[config.mk]
export PLATFORM = sky130hd
export DESIGN_NAME = cmpt_status_format
export DESIGN_NICKNAME = d
export VERILOG_FILES = /design/src/hdl/cmpt_fmt_pkg.sv /design/src/hdl/cmpt_status_format.sv
export VERILOG_INCLUDE_DIRS = /design/src /design/src/hdl
export SDC_FILE = /design/constraint.sdc
export NUM_CORES = 2
export LEC_CHECK = 0
export ABC_CLOCK_PERIOD_IN_PS = 14000
export BUFFER_PORTS_ARGS = -buffer_cell sky130_fd_sc_hd__buf_2
export CORE_AREA = 2 2 513 515
export CTS_CLUSTER_SIZE = 28
export DETAILED_ROUTE_END_ITERATION = 8
export DIE_AREA = 0 0 515 517
export GPL_ROUTABILITY_DRIVEN = 0
export GPL_TIMING_DRIVEN = 1
export PLACE_DENSITY = 0.3
export SETUP_SLACK_MARGIN = 0.02
export SLEW_MARGIN = 20
export SYNTH_ARGS = -nofsm -noshare
export SYNTH_HDL_FRONTEND = slang
export SYNTH_SLANG_ARGS = --single-unit
[constraint.sdc]
create_clock -name REF_CLK -period 14 [get_ports REF_CLK]
set_clock_uncertainty 0.1 [all_clocks]
set_input_delay 1.4 -clock REF_CLK [delete_from_list [all_inputs] [get_ports REF_CLK]]
set_output_delay 1.4 -clock REF_CLK [all_outputs]
set_load 0.03 [all_outputs]
[src/hdl/cmpt_fmt_cfg.svh]
`ifndef CMPT_FMT_CFG_SVH
`define CMPT_FMT_CFG_SVH
`define FMT_FIRST_OFS 12'hbc4
`define FMT_LAST_OFS 12'hbdc
`define CTRL_OFS 12'h000
`define RSIZE_OFS 12'h004
`define BASE_LO_OFS 12'h008
`define BASE_HI_OFS 12'h00c
`define INDEX_OFS 12'h010
`define STATE_OFS 12'h014
`define FMT_COLOR_LSB 0
`define FMT_ERR_LSB 16
`define SEL_NONE 3'h7
`define SIZE_SHIFT_BASE 3'h3
`define RSIZE_RESET 16'h0040
`define RSIZE_MIN 16'h0002
`endif

[src/hdl/cmpt_fmt_pkg.sv]
`default_nettype none
package cmpt_fmt_pkg;
  typedef enum logic [2:0] {
    TRIG_DIS = 3'h0, TRIG_EVERY = 3'h1, TRIG_USER_COUNT = 3'h2, TRIG_USER = 3'h3,
    TRIG_USER_TIMER = 3'h4, TRIG_USER_TIMER_COUNT = 3'h5
  } trig_mode_t;
  typedef enum logic [1:0] {AWAITING_SERVICE = 2'h0, ARMED = 2'h1} phase_t;
  typedef enum logic [1:0] {
    FAULT_NONE = 2'h0, FAULT_BAD_CIDX = 2'h1, FAULT_DESC = 2'h2, FAULT_OVERFLOW = 2'h3
  } fault_t;
  typedef struct packed {
    logic [26:0] rsvd;
    fault_t fault;
    phase_t phase;
    logic color;
    logic [15:0] cidx;
    logic [15:0] pidx;
  } stat_rec_t;
  typedef struct packed {
    logic [511:0] data;
    logic [2:0] color_sel;
    logic [2:0] fault_sel;
    logic fault_bit;
    logic user_trig;
  } cmpt_pkt_t;
endpackage
`default_nettype wire

[src/hdl/cmpt_status_format.sv]
// The Wishbone register port is this design's own decision.
`include "cmpt_fmt_cfg.svh"
`default_nettype none
module cmpt_status_format
  import cmpt_fmt_pkg::*;
#(
  parameter logic [6:0][8:0] COLOR_POS = {9'h1ff, 9'h0ff, 9'h07f, 9'h03f, 9'h1fe, 9'h0fe, 9'h07e},
  parameter logic [7:0][8:0] ERR_POS = {9'h1fd, 9'h0fd, 9'h07d, 9'h03d, 9'h1fc, 9'h0fc,
                                        9'h07c, 9'h03c}
)(
  input wire logic REF_CLK,
  input wire logic RST,
  input wire logic CE,
  input wire logic WB_CYC_I,
  input wire logic WB_STB_I,
  input wire logic WB_WE_I,
  input wire logic [11:0] WB_ADR_I,
  input wire logic [3:0] WB_SEL_I,
  input wire logic [31:0] WB_DAT_I,
  output logic [31:0] WB_DAT_O,
  output logic WB_ACK_O,
  input wire logic CMPT_VALID,
  output logic CMPT_READY,
  input wire cmpt_pkt_t CMPT_PKT,
  input wire logic CIDX_VALID,
  input wire logic [15:0] CIDX_VALUE,
  input wire logic TIMER_EXPIRE,
  input wire logic DESC_FAULT,
  output logic ENTRY_VALID,
  input wire logic ENTRY_READY,
  output logic [63:0] ENTRY_ADDR,
  output logic [511:0] ENTRY_DATA,
  output logic STAT_VALID,
  input wire logic STAT_READY,
  output logic [63:0] STAT_ADDR,
  output stat_rec_t STAT_DATA
);

  // Queue context held in software-visible registers, then status request, bus and output stage registers
  logic stat_en_r;
  trig_mode_t mode_r;
  logic [1:0] size_code_r;
  logic [15:0] ring_size_r;
  logic [63:0] base_r;
  logic [15:0] pidx_r;
  logic [15:0] cidx_r;
  logic color_r;
  phase_t phase_r;
  fault_t fault_r;
  logic stat_pend_r;
  logic ack_r;
  logic [31:0] rdata_r;
  logic cmpt_ready_r;
  logic entry_valid_r;
  logic [63:0] entry_addr_r;
  logic [511:0] entry_data_r;
  logic stat_valid_r;
  logic [63:0] stat_addr_r;
  stat_rec_t stat_data_r;

  // Bus request decode
  logic wb_req;
  logic wb_wr;
  logic [11:0] adr;
  logic fmt_hit;
  logic [2:0] fmt_idx;
  logic [11:0] fmt_ofs;
  assign wb_req = WB_CYC_I && WB_STB_I && !ack_r;
  assign wb_wr = wb_req && WB_WE_I;
  assign adr = {WB_ADR_I[11:2], 2'b00};
  assign fmt_ofs = adr - `FMT_FIRST_OFS;
  assign fmt_hit = (adr >= `FMT_FIRST_OFS) && (adr <= `FMT_LAST_OFS);
  assign fmt_idx = fmt_ofs[4:2];

  // Byte-lane merge for partial writes
  function automatic logic [31:0] merge(input logic [31:0] old, input logic [31:0] nw,
                                        input logic [3:0] sel);
    logic [31:0] res;
    res = old;
    for (int b = 0; b < 4; b++)
    begin
      if (sel[b])
        res[8*b +: 8] = nw[8*b +: 8];
    end
    return res;
  endfunction

  // Ring geometry
  logic [2:0] shift;
  logic [15:0] last_slot;
  logic [15:0] pidx_inc;
  logic pidx_wrap;
  assign shift = `SIZE_SHIFT_BASE + {1'b0, size_code_r};
  assign last_slot = ring_size_r - 16'h0001;
  assign pidx_wrap = (pidx_r + 16'h0001) >= last_slot;
  assign pidx_inc = pidx_wrap ? 16'h0000 : pidx_r + 16'h0001;

  // Events from the packet stream, index updates and timer
  logic accept;
  logic overflow;
  logic stored;
  logic cidx_bad;
  logic cidx_ok;
  logic timer_mode;
  logic user_mode;
  assign accept = CMPT_VALID && cmpt_ready_r;
  assign overflow = pidx_inc == cidx_r; // Last free slot kept empty to tell full from empty
  assign stored = accept && !overflow;
  assign cidx_bad = CIDX_VALID && (CIDX_VALUE >= last_slot);
  assign cidx_ok = CIDX_VALID && !cidx_bad;
  assign timer_mode = (mode_r == TRIG_USER_TIMER) || (mode_r == TRIG_USER_TIMER_COUNT);
  assign user_mode = (mode_r == TRIG_USER) || (mode_r == TRIG_USER_COUNT) || timer_mode;

  // Status write triggers under moderation
  logic pkt_trig;
  logic cidx_trig;
  logic timer_trig;
  logic armed_now;
  logic fire;
  assign pkt_trig = stored && ((mode_r == TRIG_EVERY) || (user_mode && CMPT_PKT.user_trig));
  assign cidx_trig = cidx_ok && (CIDX_VALUE != pidx_r) && (mode_r != TRIG_DIS);
  assign timer_trig = TIMER_EXPIRE && timer_mode && (pidx_r != cidx_r);
  assign armed_now = (phase_r == ARMED) || cidx_ok;
  assign fire = stat_en_r && armed_now && (pkt_trig || cidx_trig || timer_trig);

  // Entry formatting: size mask then selected bit overwrite
  logic [511:0] fmt_data;
  always_comb
  begin
    fmt_data = CMPT_PKT.data;
    for (int i = 0; i < 512; i++)
    begin
      if (i >= (64 << size_code_r))
        fmt_data[i] = 1'b0;
    end
    if (CMPT_PKT.color_sel != `SEL_NONE)
      fmt_data[COLOR_POS[CMPT_PKT.color_sel]] = color_r;
    if (CMPT_PKT.fault_sel != `SEL_NONE)
      fmt_data[ERR_POS[CMPT_PKT.fault_sel]] = CMPT_PKT.fault_bit;
  end

  // Bus acknowledge, one cycle after request
  always_ff @(posedge REF_CLK)
  begin
    if (RST)
      ack_r <= 1'b0;
    else if (CE)
      ack_r <= wb_req;
  end

  // Read mux; unmapped words read zero
  always_ff @(posedge REF_CLK)
  begin
    if (RST)
      rdata_r <= 32'h0000_0000;
    else if (CE && wb_req)
    begin
      rdata_r <= 32'h0000_0000;
      if (fmt_hit)
      begin
        rdata_r[`FMT_COLOR_LSB +: 9] <= COLOR_POS[fmt_idx];
        rdata_r[`FMT_ERR_LSB +: 9] <= ERR_POS[fmt_idx];
      end
      else
      begin
        unique case (adr)
          `CTRL_OFS: rdata_r <= {26'h0, size_code_r, mode_r, stat_en_r};
          `RSIZE_OFS: rdata_r <= {16'h0, ring_size_r};
          `BASE_LO_OFS: rdata_r <= base_r[31:0];
          `BASE_HI_OFS: rdata_r <= base_r[63:32];
          `INDEX_OFS: rdata_r <= {cidx_r, pidx_r};
          `STATE_OFS: rdata_r <= {27'h0, fault_r, phase_r, color_r};
          default: rdata_r <= 32'h0000_0000;
        endcase
      end
    end
  end

  // Software-owned context fields; format words have no writable state
  logic [31:0] ctrl_w;
  assign ctrl_w = merge({26'h0, size_code_r, mode_r, stat_en_r}, WB_DAT_I, WB_SEL_I);
  // Upper half of the ring size word is reserved, only the low half is kept
  logic [31:0] rsize_w;
  assign rsize_w = merge({16'h0, ring_size_r}, WB_DAT_I, WB_SEL_I);
  always_ff @(posedge REF_CLK)
  begin
    if (RST)
    begin
      stat_en_r <= 1'b0;
      mode_r <= TRIG_DIS;
      size_code_r <= 2'h0;
      ring_size_r <= `RSIZE_RESET;
      base_r <= 64'h0;
    end
    else if (CE && wb_wr && !fmt_hit)
    begin
      unique case (adr)
        `CTRL_OFS:
        begin
          stat_en_r <= ctrl_w[0];
          mode_r <= trig_mode_t'(ctrl_w[3:1]);
          size_code_r <= ctrl_w[5:4];
        end
        `RSIZE_OFS:
        begin
          // Below two slots the ring cannot hold an entry and the status
          ring_size_r <= (rsize_w[15:0] < `RSIZE_MIN) ? `RSIZE_MIN : rsize_w[15:0];
        end
        `BASE_LO_OFS: base_r[31:0] <= {merge(base_r[31:0], WB_DAT_I, WB_SEL_I)};
        `BASE_HI_OFS: base_r[63:32] <= merge(base_r[63:32], WB_DAT_I, WB_SEL_I);
        default:
        begin
        end
      endcase
    end
  end

  // Producer index and ring color; color flips on each wrap
  always_ff @(posedge REF_CLK)
  begin
    if (RST)
    begin
      pidx_r <= 16'h0;
      color_r <= 1'b1;
    end
    else if (CE && stored)
    begin
      pidx_r <= pidx_inc;
      if (pidx_wrap)
        color_r <= !color_r;
    end
  end

  // Consumer index copy
  always_ff @(posedge REF_CLK)
  begin
    if (RST)
      cidx_r <= 16'h0;
    else if (CE && cidx_ok)
      cidx_r <= CIDX_VALUE;
  end

  // Fault code is sticky until reset, like the context field
  always_ff @(posedge REF_CLK)
  begin
    if (RST)
      fault_r <= FAULT_NONE;
    else if (CE && fault_r == FAULT_NONE)
    begin
      if (accept && overflow)
        fault_r <= FAULT_OVERFLOW;
      else if (DESC_FAULT)
        fault_r <= FAULT_DESC;
      else if (cidx_bad)
        fault_r <= FAULT_BAD_CIDX;
    end
  end

  // One outstanding status per arming; an index update re-arms
  always_ff @(posedge REF_CLK)
  begin
    if (RST)
      phase_r <= ARMED;
    else if (CE)
    begin
      if (fire)
        phase_r <= AWAITING_SERVICE;
      else if (cidx_ok)
        phase_r <= ARMED;
    end
  end

  // Entry output stage; input ready only while stage is free
  logic entry_valid_nxt;
  assign entry_valid_nxt = stored || (entry_valid_r && !ENTRY_READY);
  always_ff @(posedge REF_CLK)
  begin
    if (RST)
    begin
      entry_valid_r <= 1'b0;
      cmpt_ready_r <= 1'b0;
      entry_addr_r <= 64'h0;
      entry_data_r <= 512'h0;
    end
    else if (CE)
    begin
      entry_valid_r <= entry_valid_nxt;
      cmpt_ready_r <= !entry_valid_nxt && !accept;
      if (stored)
      begin
        entry_addr_r <= base_r + ({48'h0, pidx_r} << shift);
        entry_data_r <= fmt_data;
      end
    end
  end

  // Status request latch; set wins over the issue clear
  logic stat_issue;
  assign stat_issue = stat_pend_r && (!stat_valid_r || STAT_READY);
  always_ff @(posedge REF_CLK)
  begin
    if (RST)
      stat_pend_r <= 1'b0;
    else if (CE)
    begin
      if (fire)
        stat_pend_r <= 1'b1;
      else if (stat_issue)
        stat_pend_r <= 1'b0;
    end
  end

  // Status record output, built from live context when issued
  always_ff @(posedge REF_CLK)
  begin
    if (RST)
    begin
      stat_valid_r <= 1'b0;
      stat_addr_r <= 64'h0;
      stat_data_r <= '0;
    end
    else if (CE)
    begin
      if (stat_issue)
      begin
        stat_valid_r <= 1'b1;
        stat_addr_r <= base_r + ({48'h0, last_slot} << shift);
        stat_data_r.rsvd <= 27'h0;
        stat_data_r.fault <= fault_r;
        stat_data_r.phase <= phase_r;
        stat_data_r.color <= color_r;
        stat_data_r.cidx <= cidx_r;
        stat_data_r.pidx <= pidx_r;
      end
      else if (STAT_READY)
        stat_valid_r <= 1'b0;
    end
  end

  assign WB_ACK_O = ack_r;
  assign WB_DAT_O = rdata_r;
  assign CMPT_READY = cmpt_ready_r;
  assign ENTRY_VALID = entry_valid_r;
  assign ENTRY_ADDR = entry_addr_r;
  assign ENTRY_DATA = entry_data_r;
  assign STAT_VALID = stat_valid_r;
  assign STAT_ADDR = stat_addr_r;
  assign STAT_DATA = stat_data_r;
endmodule
`default_nettype wire

==> metrics.md <==
| Metric | Value |
|---|---|
| Htree depth | 3 |
| Max capacitance violation total | 0 |
| Post-CTS Hold Buffers | 0 |
| Die ar. | 266,000 um^2 |
| Via density | 4.25 |
| M2 GR Usage | 29.9% |
| Post-synthesis average cell area | 7.93 um^2 |
| WP data required | 14.54 ns |
| Final setup viols | 0 |
| Crit-path max FO | 146 |
| Routed vias | 40,200 |
| Number of enable flip-flop cells after synthesis | 0 |
| WS Path Type | reg -> reg |
| WHS | 0.347 ns |
| Post-synthesis mux area share | 2.36% |
| Root buffer cell | clkbuf_16 |
| Initial antenna violation count | 134 |
| Most frequent cells in the layout | 1,304 x buf_2, 854 x nand2_1, 835 x dfxtp_1, 732 x a21oi_1, 611 x nand3_1 |
| Die H | 517 um |
| Total Routing Usage GR | 16.9% |
| Critical path launch point type | register |
| Port bufs | 1,305 |
| Final cell count without fillers | 9,453 |
| CTS buffer count | 116 |
| Final setup margin | 5.97 ns |
| Worst-Margin Slew | 1.19 ns |
| Detailed Place HPWL | 178,000 um |
| Post-synthesis xor/xnor area fraction | 3.83% |
| Final hold violations | 0 |
| First-pass detailed-route iteration total | 7 |
| Area occupied by multi-input gates | 19,500 um^2 |
| Post_cts resized | 0 |
| CTS tree | built |
| CTS Sinks | 835 |
| Inst Count DP | 9,195 |
| Met1 Resource Use GR | 19.5% |
| I/O pin count | 1,336 |
| Peak supply drop | 0.000103 V |
| Clock tree buffer depth | 3 |
| GRT Max-Usage Layer | met2 |
| Async SR Flop Fraction | 0% |
| Layout area overhead | 36.1% |
| Layout cells sized above 1 | 27.2% |
| ANT nets after route | 0 |
| Drt initial violations | 2,375 |
| First-pass GRT wire length | 322,000 um |
| Largest net degree at the start of global routing | 182 |
| Std cell rows | 188 |
| Main synth FF type | dfxtp_1 |
| CP arrival | 8.57 ns |
| Cells after Synth | 4,827 |
| Yosys cell types | 86 |
| DIE WIDTH | 515 um |
| Hold Path Cell Cnt | 2 |
| P_leak | 20.4 nW |
| Minimum clock period | 8.03 ns |
| Slew Viols, Final | 0 |
| Final Cell Area | 52,100 um^2 |
| Compound-Gate Fraction of Synth Area | 17.6% |
| Clock-pin slew on the worst setup and hold paths | 0.07 ns |
| Routed Wire Length | 236,000 um |
| Fill count | 29,700 |
| Skew-Pair Late Insertion Delay | 0.79 ns |
| Tcrit/Tclk final | 57.4% |
| Met3 Track Usage GR | 5.49% |
| Status | completed |
| Total power draw | 5.94 mW |
| Core area | 261,000 um^2 |
| Fin Setup TNS | 0 ns |
| Area share of and/or/nand/nor cells after synthesis | 23.4% |
| Pwr per Cell Area | 114 nW/um^2 |
| Fmax | 0.124 GHz |
| Setup slack at placement | 6.05 ns |
| Synthesized cell area | 38,300 um^2 |
| Post-CTS Setup Inserts | 0 |
| Gr ovfl total | 0 |
| Remaining DRCs | 0 |
| Initial core utilization | 14.7% |
| Post-synthesis adder-cell area fraction | 3.18% |
| Fin nets | 6,586 |
| Cell count of the worst reg-to-reg path | 17 |
| CP endpoint kind | register |
| Most common cell after layout, fill and taps aside | buf_2 |
| RSZ-0062 raised after global routing | false |
| Final Util | 19.9% |
| Post-synthesis sequential area ratio | 43.7% |
| Vias in the first global route | 39,300 |
| DR WL/cell | 25.0 um |
| Largest family of logic cells by synthesized area | simple AND/OR/NAND/NOR gates |
| Placed inst area | 47,900 um^2 |
| Relative slew slack | 20.8% |
| FF+latch area | 16,700 um^2 |
| Ys Warns | 0 |
| Min-Delay Path Class | reg -> reg |
| Yosys reg bits | 835 |
==> per-layer routing <==
layer  vias up  part of all wire [%]
li1      19100                     -
met1     19400                    39
met2      1305                    50
met3       351                   8.3
met4       120                   2.4
met5         -                  0.32
==> final cells by class <==
type                            count  area share, %
Sequential cell                   835           32.1
Tap cell                         3420           8.22
Inverter                           52          0.380
Clock buffer                      173           6.52
Multi-Input combinational cell   3506           37.4
Timing Repair Buffer             1383           14.0
Antenna cell                       44          0.211
Clock inverter                     40           1.20
==> worst max-delay path: stages (launching register included) <==
cell and delay [ns]:
dfxtp_1 0.94, nand4_1 0.57, nor2_1 0.36, nand2_1 0.11, xnor2_1 0.22, ha_1 0.30, a211o_1 0.30, or4_1 0.41
o221ai_1 0.15, o221ai_2 0.33, a21oi_2 0.96, nand2_1 0.21, a2111oi_2 0.81, a21o_4 0.82, buf_12 0.27, buf_16 0.42
nand2_1 0.14, a21oi_1 0.14
==> Yosys cell counts (45+ instances only) <==
cell | n | area (um^2)
dfxtp_1 | 835 | 16700
nand3_1 | 611 | 3060
clkbuf_1 | 297 | 1110
xor2_1 | 53 | 464
nor3_1 | 85 | 425
xnor2_1 | 112 | 981
a311oi_1 | 45 | 394
a211oi_1 | 73 | 548
a21oi_1 | 734 | 3670
ha_1 | 94 | 1180
nand2_1 | 854 | 3210
o21ai_0 | 74 | 370
mux2i_1 | 62 | 621
buf_1 | 60 | 225
inv_1 | 51 | 191
nor2_1 | 254 | 953
==> report_power, final <==
part | switching [mW] | internal (mW) | total, mW
Combinational | 0.237 | 0.109 | 0.346
Clock | 1.30 | 1.88 | 3.18
Sequential | 0.0194 | 2.40 | 2.41
Total | 1.56 | 4.38 | 5.94
==> final timing paths <==
| path | start | end | slack [ns] |
|---|---|---|---|
| setup / recovery | pidx_r[0]$_SDFFE_PP0N_ | ENTRY_DATA[502]$_SDFFE_PP0N_ | 5.97 |
| hold / removal | ENTRY_DATA[3]$_SDFFE_PP0N_ | ENTRY_DATA[3]$_SDFFE_PP0N_ | 0.35 |
| setup reg to reg | pidx_r[0]$_SDFFE_PP0N_ | ENTRY_DATA[502]$_SDFFE_PP0N_ | 5.97 |
| hold reg to reg | ENTRY_DATA[3]$_SDFFE_PP0N_ | ENTRY_DATA[3]$_SDFFE_PP0N_ | 0.35 |
==> cells by family (layout without fill, tap and decap cells) <==
kind of cell | after synthesis | after routing
mux | 80 | 80
simple gates | 1998 | 1998
other cells | 1 | 72
compound gates | 1138 | 1138
xor+xnor | 166 | 166
fa+ha+maj | 96 | 96
buf+inv | 513 | 1648
flops | 835 | 835
==> state kept, by name (all words and copies together), names as in the netlist <==
register,count
stat_en_r,1
color_r,1
stat_pend_r,1
phase_r,1
pidx_r,16
STAT_VALID,1
WB_DAT_O,32
mode_r,3
base_r,64
ENTRY_VALID,1
fault_r,2
STAT_DATA,36
ring_size_r,16
ENTRY_DATA,512
size_code_r,2
CMPT_READY,1
cidx_r,16
ENTRY_ADDR,64
STAT_ADDR,64
WB_ACK_O,1
Note: power is estimated with default switching activity, not from simulation.
